### src/rtl/prm_pkg.sv
// Package for the peripheral pin remap fabric: register map, field layout and reset values.
// Assumes a 32-bit Avalon-MM slave port with word addresses.
package prm_pkg;
  localparam int          PRM_SEL_W        = 4;
  localparam int          PRM_ADDR_W       = 6;
  // Word addresses of the register map.
  localparam logic [5:0]  PRM_CFG_ADDR     = 6'h00;
  localparam logic [5:0]  PRM_UNLOCK_ADDR  = 6'h01;
  localparam logic [5:0]  PRM_STATUS_ADDR  = 6'h02;
  localparam logic [5:0]  PRM_IN_BASE      = 6'h10;
  localparam logic [5:0]  PRM_OUT_BASE     = 6'h20;
  // Field positions.
  localparam int          PRM_LOCK_BIT     = 13;
  localparam int          PRM_FUSE_BIT     = 29;
  localparam int          PRM_ARMED_BIT    = 0;
  localparam int          PRM_STAT_LOCK    = 1;
  localparam int          PRM_STAT_FUSE    = 2;
  // Reset values.
  localparam logic [3:0]  PRM_SEL_RST      = 4'h0;
  localparam logic        PRM_LOCK_RST     = 1'b0;
  // Two-word unlock key written to the unlock register; both values are arbitrary.
  localparam logic [31:0] PRM_KEY1         = 32'h0000C35A;
  localparam logic [31:0] PRM_KEY2         = 32'h00005AC3;
  typedef enum logic [1:0] {PRM_LOCKED, PRM_KEY1_SEEN, PRM_ARMED} prm_unlock_type;
endpackage

### src/rtl/prm_remap.sv
// Peripheral pin remap fabric: input and output selection, mapping lock and unlock sequencing.
// Assumes pins and peripherals are on clk, pad analog control sits outside, and an
// Avalon-MM master drives the register port.
//
// Our own choices: the register addresses and register access over Avalon-MM.
`timescale 1ns/1ps
`default_nettype none

module prm_remap
  import prm_pkg::*;
#(
  parameter int   NPINS     = 15,
  parameter int   NIN       = 8,
  parameter int   NOUT      = 15,
  parameter logic FUSE_DFLT = 1'b1
) (
  input  wire logic                      clk,
  input  wire logic                      rst_n,
  input  wire logic [prm_pkg::PRM_ADDR_W-1:0] avs_address,
  input  wire logic                      avs_read,
  input  wire logic                      avs_write,
  input  wire logic [31:0]               avs_writedata,
  input  wire logic [3:0]                avs_byteenable,
  output logic      [31:0]               avs_readdata,
  output logic                           avs_waitrequest,
  input  wire logic                      single_session_lock_fuse_n,
  input  wire logic [NPINS-1:0]          pin_in,
  input  wire logic [NPINS-1:0]          pin_analog,
  input  wire logic [NPINS-1:0]          pin_default_out,
  input  wire logic [NPINS-1:0]          pin_default_oe,
  output logic      [NPINS-1:0]          pin_out,
  output logic      [NPINS-1:0]          pin_oe,
  input  wire logic [NOUT-1:0]           periph_out,
  input  wire logic [NOUT-1:0]           periph_oe,
  output logic      [NIN-1:0]            periph_in
);
  import prm_pkg::*;

  logic [PRM_SEL_W-1:0] in_sel_q  [NIN];
  logic [PRM_SEL_W-1:0] in_sel_d  [NIN];
  logic [PRM_SEL_W-1:0] out_sel_q [NPINS];
  logic [PRM_SEL_W-1:0] out_sel_d [NPINS];
  logic                 lock_q, lock_d;
  logic                 fuse_q, fuse_d;
  logic                 fuse_cap_q, fuse_cap_d;
  logic                 ack_q, ack_d;
  logic [31:0]          rdata_q, rdata_d;
  prm_unlock_type       ul_q, ul_d;
  logic                 wr_go, rd_go;

  // Each access waits one cycle. A write lands on the edge that sees waitrequest low,
  // so a write that is still in its wait state has not yet changed any state.
  assign avs_waitrequest = (avs_read | avs_write) & ~ack_q;
  assign wr_go = avs_write & ack_q;
  assign rd_go = avs_read & ~ack_q;
  assign avs_readdata = rdata_q;

  always_comb begin
    in_sel_d   = in_sel_q;
    out_sel_d  = out_sel_q;
    lock_d     = lock_q;
    fuse_d     = fuse_q;
    fuse_cap_d = 1'b1;
    ul_d       = ul_q;
    ack_d      = (avs_read | avs_write) & ~ack_q;
    rdata_d    = rdata_q;
    // The fuse strap is sampled once, on the first clock after reset release.
    if (!fuse_cap_q) begin
      fuse_d = FUSE_DFLT & ~single_session_lock_fuse_n;
    end
    if (wr_go && avs_byteenable == 4'hF) begin
      if (avs_address == PRM_UNLOCK_ADDR) begin
        unique case (ul_q)
          PRM_LOCKED:    ul_d = (avs_writedata == PRM_KEY1) ? PRM_KEY1_SEEN : PRM_LOCKED;
          PRM_KEY1_SEEN: ul_d = (avs_writedata == PRM_KEY2) ? PRM_ARMED : PRM_LOCKED;
          PRM_ARMED:     ul_d = PRM_ARMED;
        endcase
      end else if (avs_address == PRM_CFG_ADDR) begin
        // The unlock is consumed by any full-word write to the control word.
        ul_d = PRM_LOCKED;
        // Setting is always honoured once armed. Clearing is refused while the fuse holds a
        // set lock, so a fused lock is freed only by reset.
        if (ul_q == PRM_ARMED) begin
          if (avs_writedata[PRM_LOCK_BIT]) begin
            lock_d = 1'b1;
          end else if (!(fuse_q && lock_q)) begin
            lock_d = 1'b0;
          end
        end
      end else if (!lock_q) begin
        for (int i = 0; i < NIN; i++) begin
          if (avs_address == PRM_IN_BASE + 6'(i)) begin
            in_sel_d[i] = avs_writedata[PRM_SEL_W-1:0];
          end
        end
        for (int i = 0; i < NPINS; i++) begin
          if (avs_address == PRM_OUT_BASE + 6'(i)) begin
            out_sel_d[i] = avs_writedata[PRM_SEL_W-1:0];
          end
        end
      end
    end
    if (rd_go) begin
      rdata_d = 32'h00000000;
      if (avs_address == PRM_CFG_ADDR) begin
        rdata_d[PRM_LOCK_BIT] = lock_q;
      end else if (avs_address == PRM_STATUS_ADDR) begin
        rdata_d[PRM_ARMED_BIT] = (ul_q == PRM_ARMED);
        rdata_d[PRM_STAT_LOCK] = lock_q;
        rdata_d[PRM_STAT_FUSE] = fuse_q;
      end else begin
        for (int i = 0; i < NIN; i++) begin
          if (avs_address == PRM_IN_BASE + 6'(i)) begin
            rdata_d[PRM_SEL_W-1:0] = in_sel_q[i];
          end
        end
        for (int i = 0; i < NPINS; i++) begin
          if (avs_address == PRM_OUT_BASE + 6'(i)) begin
            rdata_d[PRM_SEL_W-1:0] = out_sel_q[i];
          end
        end
      end
    end
  end

  always_ff @(posedge clk) begin
    if (!rst_n) begin
      for (int i = 0; i < NIN; i++) begin
        in_sel_q[i] <= PRM_SEL_RST;
      end
      for (int i = 0; i < NPINS; i++) begin
        out_sel_q[i] <= PRM_SEL_RST;
      end
      lock_q     <= PRM_LOCK_RST;
      fuse_q     <= 1'b1;
      fuse_cap_q <= 1'b0;
      ul_q       <= PRM_LOCKED;
      ack_q      <= 1'b0;
      rdata_q    <= 32'h00000000;
    end else begin
      in_sel_q   <= in_sel_d;
      out_sel_q  <= out_sel_d;
      lock_q     <= lock_d;
      fuse_q     <= fuse_d;
      fuse_cap_q <= fuse_cap_d;
      ul_q       <= ul_d;
      ack_q      <= ack_d;
      rdata_q    <= rdata_d;
    end
  end

  // Separate input and output select sets drive independent muxes. Only digital-only
  // peripherals are wired to periph_in and periph_out by the integrator.
  genvar g;
  generate
    for (g = 0; g < NIN; g++) begin : g_in
      // A select pointing past the pin count reads zero.
      assign periph_in[g] = (int'(in_sel_q[g]) < NPINS) ? pin_in[in_sel_q[g]] : 1'b0;

    end
    for (g = 0; g < NPINS; g++) begin : g_pin
      logic act;
      logic [PRM_SEL_W-1:0] s;
      assign s   = out_sel_q[g];
      // Code zero is the null output; code k selects peripheral output k-1.
      assign act = (s != 4'h0) && (int'(s) <= NOUT) && !pin_analog[g];
      assign pin_out[g] = act ? periph_out[int'(s) - 1] : pin_default_out[g];
      assign pin_oe[g]  = pin_analog[g] ? 1'b0 :
                          act ? periph_oe[int'(s) - 1] : pin_default_oe[g];

    end
  endgenerate
endmodule // prm_remap

`default_nettype wire

### config.mk
export PLATFORM = sky130hd
export DESIGN_NAME = prm_remap
export DESIGN_NICKNAME = d
export VERILOG_FILES = /design/src/rtl/prm_pkg.sv /design/src/rtl/prm_remap.sv
export SDC_FILE = /design/constraint.sdc
export NUM_CORES = 1
export LEC_CHECK = 0
export BUFFER_PORTS_ARGS = -buffer_cell sky130_fd_sc_hd__buf_2
export CAP_MARGIN = 20
export CORE_ASPECT_RATIO = 1.75
export CORE_MARGIN = 2
export CORE_UTILIZATION = 50
export CTS_BUF_LIST = sky130_fd_sc_hd__clkbuf_4 sky130_fd_sc_hd__clkbuf_8
export DETAILED_ROUTE_END_ITERATION = 8
export PLACE_DENSITY = 0.8
export SYNTH_ARGS = -nofsm -noshare
export SYNTH_HDL_FRONTEND = slang
export SYNTH_SLANG_ARGS = --single-unit
### constraint.sdc
create_clock -name clk -period 8.2 [get_ports clk]
set_clock_uncertainty 0.05 [all_clocks]
set_input_delay 2.05 -clock clk [delete_from_list [all_inputs] [get_ports clk]]
set_output_delay 2.05 -clock clk [all_outputs]
set_load 0.02 [all_outputs]
# Yosys cells after proc, flatten, opt, wreduce, memory -nomap -nowiden

Index checks and enable logic that the tools add are counted.

Word-level logic and storage cells: 384
Input port bits: 137
Bits in registers: 103
Output and inout bits: 71

Reduce and logical (&&, ||, !) cells: 75
Order comparisons: 31
Bitwise operators: 9
Muxes and demuxes: 194
Add/sub/neg operators: 15
Equal/unequal tests: 31

Operators with widths:

| kind                                                | count |
|---|---|
| binary-select mux 1 bit (select 4 bit)              | 38 |
| 2-to-1 mux 1 bit                                    | 127 |
| AND reduction 5 bit                                 | 24 |
| 2-to-1 mux 4 bit                                    | 24 |
| == test 6 bit (second input constant)               | 15 |
| < comparator 5 x 6 -> 1 bit (second input constant) | 15 |
| subtractor 4 x 1 -> 5 bit (second input constant)   | 15 |
| nonzero test 4 bit                                  | 15 |
| == test 6 x 5 -> 1 bit (second input constant)      | 8 |
| < comparator 4 x 5 -> 1 bit (second input constant) | 8 |
| == test 32 x 15 -> 1 bit (second input constant)    | 1 |
| == test 32 x 16 -> 1 bit (second input constant)    | 1 |
| < comparator 4 bit (second input constant)          | 8 |
| logical AND 1 bit                                   | 17 |
| logical NOT 1 bit                                   | 15 |
| == test 6 x 1 -> 1 bit (second input constant)      | 1 |
| == test 6 x 2 -> 1 bit (second input constant)      | 1 |
| logical NOT 6 bit                                   | 1 |
| 2-to-1 mux 2 bit                                    | 3 |
| one-hot mux 2 bit (3 select lines)                  | 1 |
| inverter 1 bit                                      | 5 |
| == test 4 bit (second input constant)               | 1 |
| bitwise AND 1 bit                                   | 3 |
| 2-to-1 mux 3 bit                                    | 1 |
| 7 further kinds                                     | 7 |

# Longest topological paths before layout

Gate-level depths: netlist (run 1).

Depth in word-level cells: 26
Gate-level depth with buffers: 9
Mapped depth without buffers: 7

# Worst setup path before layout (run 1)

Ideal clock, no wire load.

Path type: input to output
Start point: in periph_oe[8]
End point: out pin_oe[14]
Arrival time: 3.528 ns
Required time: 6.100 ns
Slack: 2.572 ns
Buffers on the path: 1
Cell stages on the path: 5
Cell sequence: clkbuf_1 mux4_2 nor2b_1 or3_1 a311oi_1

Cells in the longest elaborated chain, start to end: 5

Ends and longest elaborated chain:

| what                                                 | RTL line         | source |
|---|---|---|
| from (decl)                                          | prm_remap.sv:34  | `input wire logic [NOUT-1:0] periph_oe,` |
| binary-select mux 1 bit (select 4 bit)               | prm_remap.sv:169 | `act ? periph_oe[int'(s) - 1] : pin_default_oe[g];` |
| 2-to-1 mux 1 bit (implied by the code) (2 in series) | prm_remap.sv:169 |  |
| 2-to-1 mux 1 bit                                     | prm_remap.sv:169 |  |
| 2-to-1 mux 1 bit                                     | prm_remap.sv:168 | `assign pin_oe[g] = pin_analog[g] ? 1'b0 :` |
| to (decl)                                            | prm_remap.sv:32  | `output logic [NPINS-1:0] pin_oe,` |

No other way between the ends. The select of a mux whose other input is x is not followed.

# Final worst setup path (run 1)

Start point: in periph_out[4]
End point: out pin_out[11]

Cells in the longest elaborated chain, start to end: 4

Ends and longest elaborated chain:

| what                                                 | RTL line         | source |
|---|---|---|
| from (decl)                                          | prm_remap.sv:33  | `input wire logic [NOUT-1:0] periph_out,` |
| binary-select mux 1 bit (select 4 bit)               | prm_remap.sv:167 | `assign pin_out[g] = act ? periph_out[int'(s) - 1] : pin_default_out[g];` |
| 2-to-1 mux 1 bit (implied by the code) (2 in series) | prm_remap.sv:167 |  |
| 2-to-1 mux 1 bit                                     | prm_remap.sv:167 |  |
| to (decl)                                            | prm_remap.sv:31  | `output logic [NPINS-1:0] pin_out,` |

No other way between the ends. The select of a mux whose other input is x is not followed.

==> results.md, run 1 <==
- Combined area of the multi-input logic cells: 9070 µm²
- Total die area: 25100 µm²
- Final routed wirelength across all metal layers: 38.2 mm
- Diode count: 0
- Number of ports placed on the die boundary: 208
- Vias in the first global route: 11100
- Data arrival, critical path: 3770 ps
- Number of remaining DRC errors: 0
- Area added between synthesis and finish: 7.31%
- Portion of the post-synthesis area used by sequential elements: 17.3%
- Global-route wire length before repair: 59.4 mm
- Skew-Pair Late Insertion Delay: 370 ps
- Combined area of all synthesized cells: 11900 µm²
- Worst hold-check path type: reg2reg
- Die width: 121 µm
- Inserted Clock Buffers: 9
- Register area: 2060 µm²
- Power per Cell Area: 82.8 nW/µm²
- Final HPWL from detailed placement: 28.1 mm
- # Post-CTS Setup Buffers: 0
- Fmax: 170 MHz
- Hold depth: 2
- Share of post-route cells with drive strength above 1: 32.0%
- Reg2Reg Depth: 5
- IR drop worst, VDD: 0.0832 mV
- Worst slew margin: 34.2%
- DRT iter0 DRCs: 1102
- Fraction of synthesized cell area taken by the top area cell type: 24.9%
- Final setup violation count: 0
- Setup repair after global routing missed its margin: no
- Root cell of the clock tree: sky130_fd_sc_hd__clkbuf_8
- Y dimension of the die: 208 µm
- Distinct cell type count after synthesis: 71
- Capture instance of the worst register-to-register path: in_sel_q[24]
- Endpoint required time on the critical path: 6100 ps
- Final cycle utilization of the critical path: 71.6%
- Clock-pin slew of the registers on the worst-case setup and hold paths: 90 ps
- Total Routing Usage GR: 30.2%
- Floorplan core area: 23400 µm²
- Most numerous cell in the Yosys netlist: sky130_fd_sc_hd__mux4_2
- Antenna violation net count after detailed routing: 0
- Final total negative setup slack: 0 ps
- Final Total Pwr: 1.06 mW
- Number of search-and-repair iterations in the first detailed-routing pass: 6
- Proportion of register bits with asynchronous set or reset after synthesis: 0%
- Effective utilization at floorplan: 50.9%
- Count of H-tree levels built during CTS: 3
- Post-layout minimum cycle time: 5870 ps
- Transition at the pin with the smallest max-transition slack: 979 ps
- Launch instance of the worst register-to-register path: ack_q
- Kind of end point of the critical path: primary output
- Crit path kind: in2out
- Std cell rows: 74
- Final GP Congestion: 0.985
- Number of enable flip-flop cells after synthesis: 0
- Maximum clock insertion buffer count: 2
- Maximum Capacitance Violations: 0
- Yosys top cell by area: sky130_fd_sc_hd__mux4_2
- # nets final: 1503
- Largest cells by area after synthesis: sky130_fd_sc_hd__mux4_2, sky130_fd_sc_hd__dfxtp_1, sky130_fd_sc_hd__mux2i_1, sky130_fd_sc_hd__mux2_2, sky130_fd_sc_hd__nand2_1
- Average footprint of a synthesized cell: 9.39 µm²
- Count of warnings emitted by yosys: 0
- CTS-repair resized insts: 0
- Post-DR wirelength/cell: 23.3 µm
- Antenna violations before repair: 0
- Vias after detailed routing: 11100
- #FFs+latches synth: 103
- Endpoints failing hold: 0
- Via-per-instance ratio: 6.78
- TritonCTS clock tree: yes
- Slack of the worst reg-to-reg path: 5750 ps
- Overflow left after global routing: 0
- Cell count after synthesis: 1270
- LEAKAGE: 4.44 nW
- Clock sink count: 103
- Largest fanout on the critical path: 15
- Startpoint of the lowest-slack hold path: avs_readdata[13]
- Largest net degree at the start of global routing: 105
- Port bufs: 180
- Leading post-synthesis cells by instance count: sky130_fd_sc_hd__mux4_2, sky130_fd_sc_hd__nand2_1, sky130_fd_sc_hd__dfxtp_1, sky130_fd_sc_hd__clkbuf_1
- Most frequently used flop master after synthesis: sky130_fd_sc_hd__dfxtp_1
- Hold_buf cts: 0
- Number of slew-limit violations in the final report: 0
- Count of filler cells inserted in the layout: 2083
- Startpoint types: input pin
- Result of the run: finished clean
- End point of the worst hold path: avs_readdata[13]
[worst max-delay path by stage]
stage | start | endpoint | slack (ps) | depth (start not counted)
floorplan | periph_oe[8] | pin_oe[14] | 2570 | 5
global placement | periph_out[4] | pin_out[10] | 2380 | 7
detailed placement | periph_out[0] | pin_out[10] | 2360 | 7
CTS | periph_out[0] | pin_out[10] | 2360 | 7
global route | periph_out[0] | pin_out[10] | 2340 | 7
finish | periph_out[4] | pin_out[11] | 2330 | 7
[worst max-delay path, cell delays in order]
cell	delay [ps]
sky130_fd_sc_hd__buf_2	200
sky130_fd_sc_hd__mux4_2	500
sky130_fd_sc_hd__mux2_2	280
sky130_fd_sc_hd__nand2_1	60
sky130_fd_sc_hd__o21ai_0	190
sky130_fd_sc_hd__mux2_2	330
sky130_fd_sc_hd__buf_2	160
[layout make-up]
cell class / instances / area share (%)
Clock buffer: 11 / 1.13
Clock inverter: 3 / 0.166
Inverter: 40 / 1.17
Multi-Input combinational cell: 992 / 70.9
Sequential cell: 103 / 16.1
Tap cell: 304 / 2.97
Timing Repair Buffer: 188 / 7.51
[kinds of logic (layout without fill, tap and decap cells)]
group / count (synthesis) / count (layout) / share of synthesized area, %
xor+xnor: 30 / 30 / 2.90
compound gates: 222 / 222 / 13.0
buf+inv: 201 / 242 / 7.64
mux: 265 / 265 / 36.7
flops: 103 / 103 / 17.3
fa+ha+maj: 32 / 32 / 3.36
simple gates: 416 / 416 / 19.0
other cells: 1 / 27 / 0.0315
[through the flow]
stage	std cells	hold slack [ps]	instance area, µm²	setup WS [ps]	util (%)
3_5_place_dp	1627	410	12600	2360	53.9
2_1_floorplan	1296	398	12000	2570	-
6_report	1641	423	12800	2330	54.6
3_3_place_gp	1627	404	12600	2380	53.9
4_1_cts	1641	422	12800	2360	54.6
5_1_grt	1641	463	12800	2340	54.6
[layer usage]
layer  vias to the layer above  share of wire (%)  GRT usage, %
met5                         -                  0             0
met4                         0                8.6          23.3
met3                       241                8.4          3.89
met2                       777                 50          52.3
met1                      5259                 32          32.7
li1                       4841                  -             -
[layout by cell type (no fill, tap or decap), types with 27 or more instances in the layout]
master / instances
sky130_fd_sc_hd__mux2_2: 61
sky130_fd_sc_hd__inv_1: 40
sky130_fd_sc_hd__buf_2: 180
sky130_fd_sc_hd__ha_1: 32
sky130_fd_sc_hd__mux4_2: 132
sky130_fd_sc_hd__a21oi_1: 28
sky130_fd_sc_hd__a21boi_0: 51
sky130_fd_sc_hd__nor2b_1: 65
sky130_fd_sc_hd__o21ai_0: 47
sky130_fd_sc_hd__nand3_1: 72
sky130_fd_sc_hd__nand2_1: 116
sky130_fd_sc_hd__conb_1: 27
sky130_fd_sc_hd__mux2i_1: 72
sky130_fd_sc_hd__dfxtp_1: 103
sky130_fd_sc_hd__nor2_1: 38
[flip-flops by register name, summed over array words and instances (netlist names)]
name,cells
in_sel_q,32
ack_q,1
lock_q,1
fuse_q,1
fuse_cap_q,1
ul_q,2
avs_readdata,5
g_pin.s,60
[report_power, final]
group,internal (mW),switching (mW),total [mW]
logic,0.106,0.157,0.263
clock network,0.119,0.174,0.293
registers,0.501,0.00134,0.502
Power figures use the tool's default switching activity.
==> run 2, diff against run 1 <==
--- a/config.mk
+++ b/config.mk
@@ -12,7 +12,7 @@
 export CORE_UTILIZATION = 50
 export CTS_BUF_LIST = sky130_fd_sc_hd__clkbuf_4 sky130_fd_sc_hd__clkbuf_8
 export DETAILED_ROUTE_END_ITERATION = 8
-export PLACE_DENSITY = 0.8
+export PLACE_DENSITY = 0.83
 export SYNTH_ARGS = -nofsm -noshare
 export SYNTH_HDL_FRONTEND = slang
 export SYNTH_SLANG_ARGS = --single-unit
==> constraint.sdc (replaced) <==
create_clock -name clk -period 4.9 [get_ports clk]
set_clock_uncertainty 0.05 [all_clocks]
set_input_delay 1.225 -clock clk [delete_from_list [all_inputs] [get_ports clk]]
set_output_delay 1.225 -clock clk [all_outputs]
set_load 0.02 [all_outputs]
==> results.md, run 2 (synthesis results as in run 1) <==
- Result of the run: finished clean
- Startpoint of the lowest-slack hold path: avs_readdata[13]
- Inserted Clock Buffers: 9
- Setup repair after global routing missed its margin: no
- Capture instance of the worst register-to-register path: g_pin[5].s[2]
- Post-DR wirelength/cell: 23.8 µm
- Number of remaining DRC errors: 0
- DRT iter0 DRCs: 1480
- Endpoint required time on the critical path: 3620 ps
- Worst slew margin: 40.8%
- Hold_buf cts: 0
- Power per Cell Area: 142 nW/µm²
- Final total negative setup slack: 0 ps
- Number of ports placed on the die boundary: 208
- IR drop worst, VDD: 0.173 mV
- Kind of end point of the critical path: primary output
- Antenna violation net count after detailed routing: 0
- Count of filler cells inserted in the layout: 2006
- Hold depth: 2
- Worst hold-check path type: reg2reg
- Top library cells by usage in the layout, fill and taps aside: sky130_fd_sc_hd__buf_2, sky130_fd_sc_hd__mux4_2, sky130_fd_sc_hd__nand2_1
- Post-Layout Inst Area: 12900 µm²
- Maximum Capacitance Violations: 0
- Number of search-and-repair iterations in the first detailed-routing pass: 8
- Overflow left after global routing: 0
- Diode count: 0
- Crit path kind: reg2out
- Most common cell after layout, fill and taps aside: sky130_fd_sc_hd__buf_2
- Clock-pin slew of the registers on the worst-case setup and hold paths: 100 ps
- Maximum clock insertion buffer count: 2
- Largest net degree at the start of global routing: 104
- Antenna violations before repair: 0
- TritonCTS clock tree: yes
- Instance area after placement: 12700 µm²
- Area added between synthesis and finish: 8.08%
- Combined area of the multi-input logic cells: 9060 µm²
- Fmax: 222 MHz
- Clock sink count: 103
- Final HPWL from detailed placement: 29.2 mm
- Root cell of the clock tree: sky130_fd_sc_hd__clkbuf_8
- Total Routing Usage GR: 31.0%
- # nets final: 1513
- Std cell rows: 74
- Vias after detailed routing: 11400
- Global-route wire length before repair: 61.5 mm
- Transition at the pin with the smallest max-transition slack: 889 ps
- Largest register FFs: 60
- Die width: 121 µm
- # Post-CTS Setup Buffers: 0
- Worst-path cell with the longest stage delay: sky130_fd_sc_hd__dfxtp_1
- Final setup violation count: 0
- End point of the worst hold path: avs_readdata[13]
- Endpoints failing hold: 0
- Skew-Pair Late Insertion Delay: 380 ps
- Effective utilization at floorplan: 50.9%
- Startpoint types: flip-flop
- Final routed wirelength across all metal layers: 39.4 mm
- Largest fanout on the critical path: 13
- Register area: 2060 µm²
- CP peak stage delay: 790 ps
- Crit path top cell by count: sky130_fd_sc_hd__mux2_2
- Reg2Reg Depth: 6
- Series of cell instances along the critical path: inv_1 -> ha_1 -> mux4_2 -> mux2_2 -> nand2_1 -> o21ai_0 -> mux2_2 -> buf_2
- Launch instance of the worst register-to-register path: ack_q
- LEAKAGE: 4.50 nW
- Slack of the worst reg-to-reg path: 2500 ps
- Final GP Congestion: 1.00
- Port bufs: 180
- Number of slew-limit violations in the final report: 0
- Y dimension of the die: 208 µm
- Count of H-tree levels built during CTS: 3
- Share of post-route cells with drive strength above 1: 32.6%
- Vias in the first global route: 11400
- Data arrival, critical path: 3220 ps
- CTS-repair resized insts: 0
- Post-layout minimum cycle time: 4500 ps
- Final cycle utilization of the critical path: 91.8%
- Via-per-instance ratio: 6.90
- Floorplan core area: 23400 µm²
- Total die area: 25100 µm²
-- run 2: how the worst max path moves through the flow --
| stage | start | to |
|---|---|---|
| after floorplan | periph_oe[8] | pin_oe[14] |
| after detailed placement | periph_out[0] | pin_out[12] |
| after CTS | g_pin[11].s[0] | pin_out[11] |
| after global routing | g_pin[5].s[0] | pin_oe[5] |
| after global placement | periph_out[4] | pin_out[12] |
| final | g_pin[5].s[0] | pin_out[5] |
-- run 2: through the flow --
stage | hold WS, ps | power (mW) | instances | worst slack, ps | utilization, %
after floorplan | 398 | 1.14 | 1296 | 922 | -
after detailed placement | 423 | 1.29 | 1637 | 676 | 54.2
after CTS | 441 | 1.82 | 1652 | 408 | 55.0
final | 437 | 1.83 | 1652 | 403 | 55.0
after global routing | 478 | 1.88 | 1652 | 236 | 55.0
after global placement | 404 | 1.28 | 1637 | 694 | 54.2
-- run 2: worst max-delay path, delay by kind of cell, from the launching register on --
family,cells,cell delay [ps]
buffers and inverters,2,340
multiplexers,3,950
AO/OA/AOI/OAI,1,150
AND/OR/NAND/NOR,1,60
adder cells (fa/ha/maj),1,550
flip-flops,1,790
-- run 2: area by class of cell --
type	count	share of cell area (%)
clock inverters	6	0.534
flip-flops and latches	103	16.0
well taps	304	2.95
repair buffers	198	8.04
multi-input cells	992	70.3
inverters	40	1.17
clock buffers	9	0.961
-- run 2: layer usage --
metal	track usage, %	vias to the layer above	wire length (µm)
met5	0	-	0
met1	34.4	5374	12400
met2	53.1	892	19700
li1	-	4873	-
met4	23.3	0	3480
met3	4.30	267	3760
-- run 2: power by group --
group	internal [mW]	switching (mW)	leakage (nW)
Clock	0.237	0.307	0.0961
Sequential	0.839	0.00221	0.830
Combinational	0.178	0.265	3.58
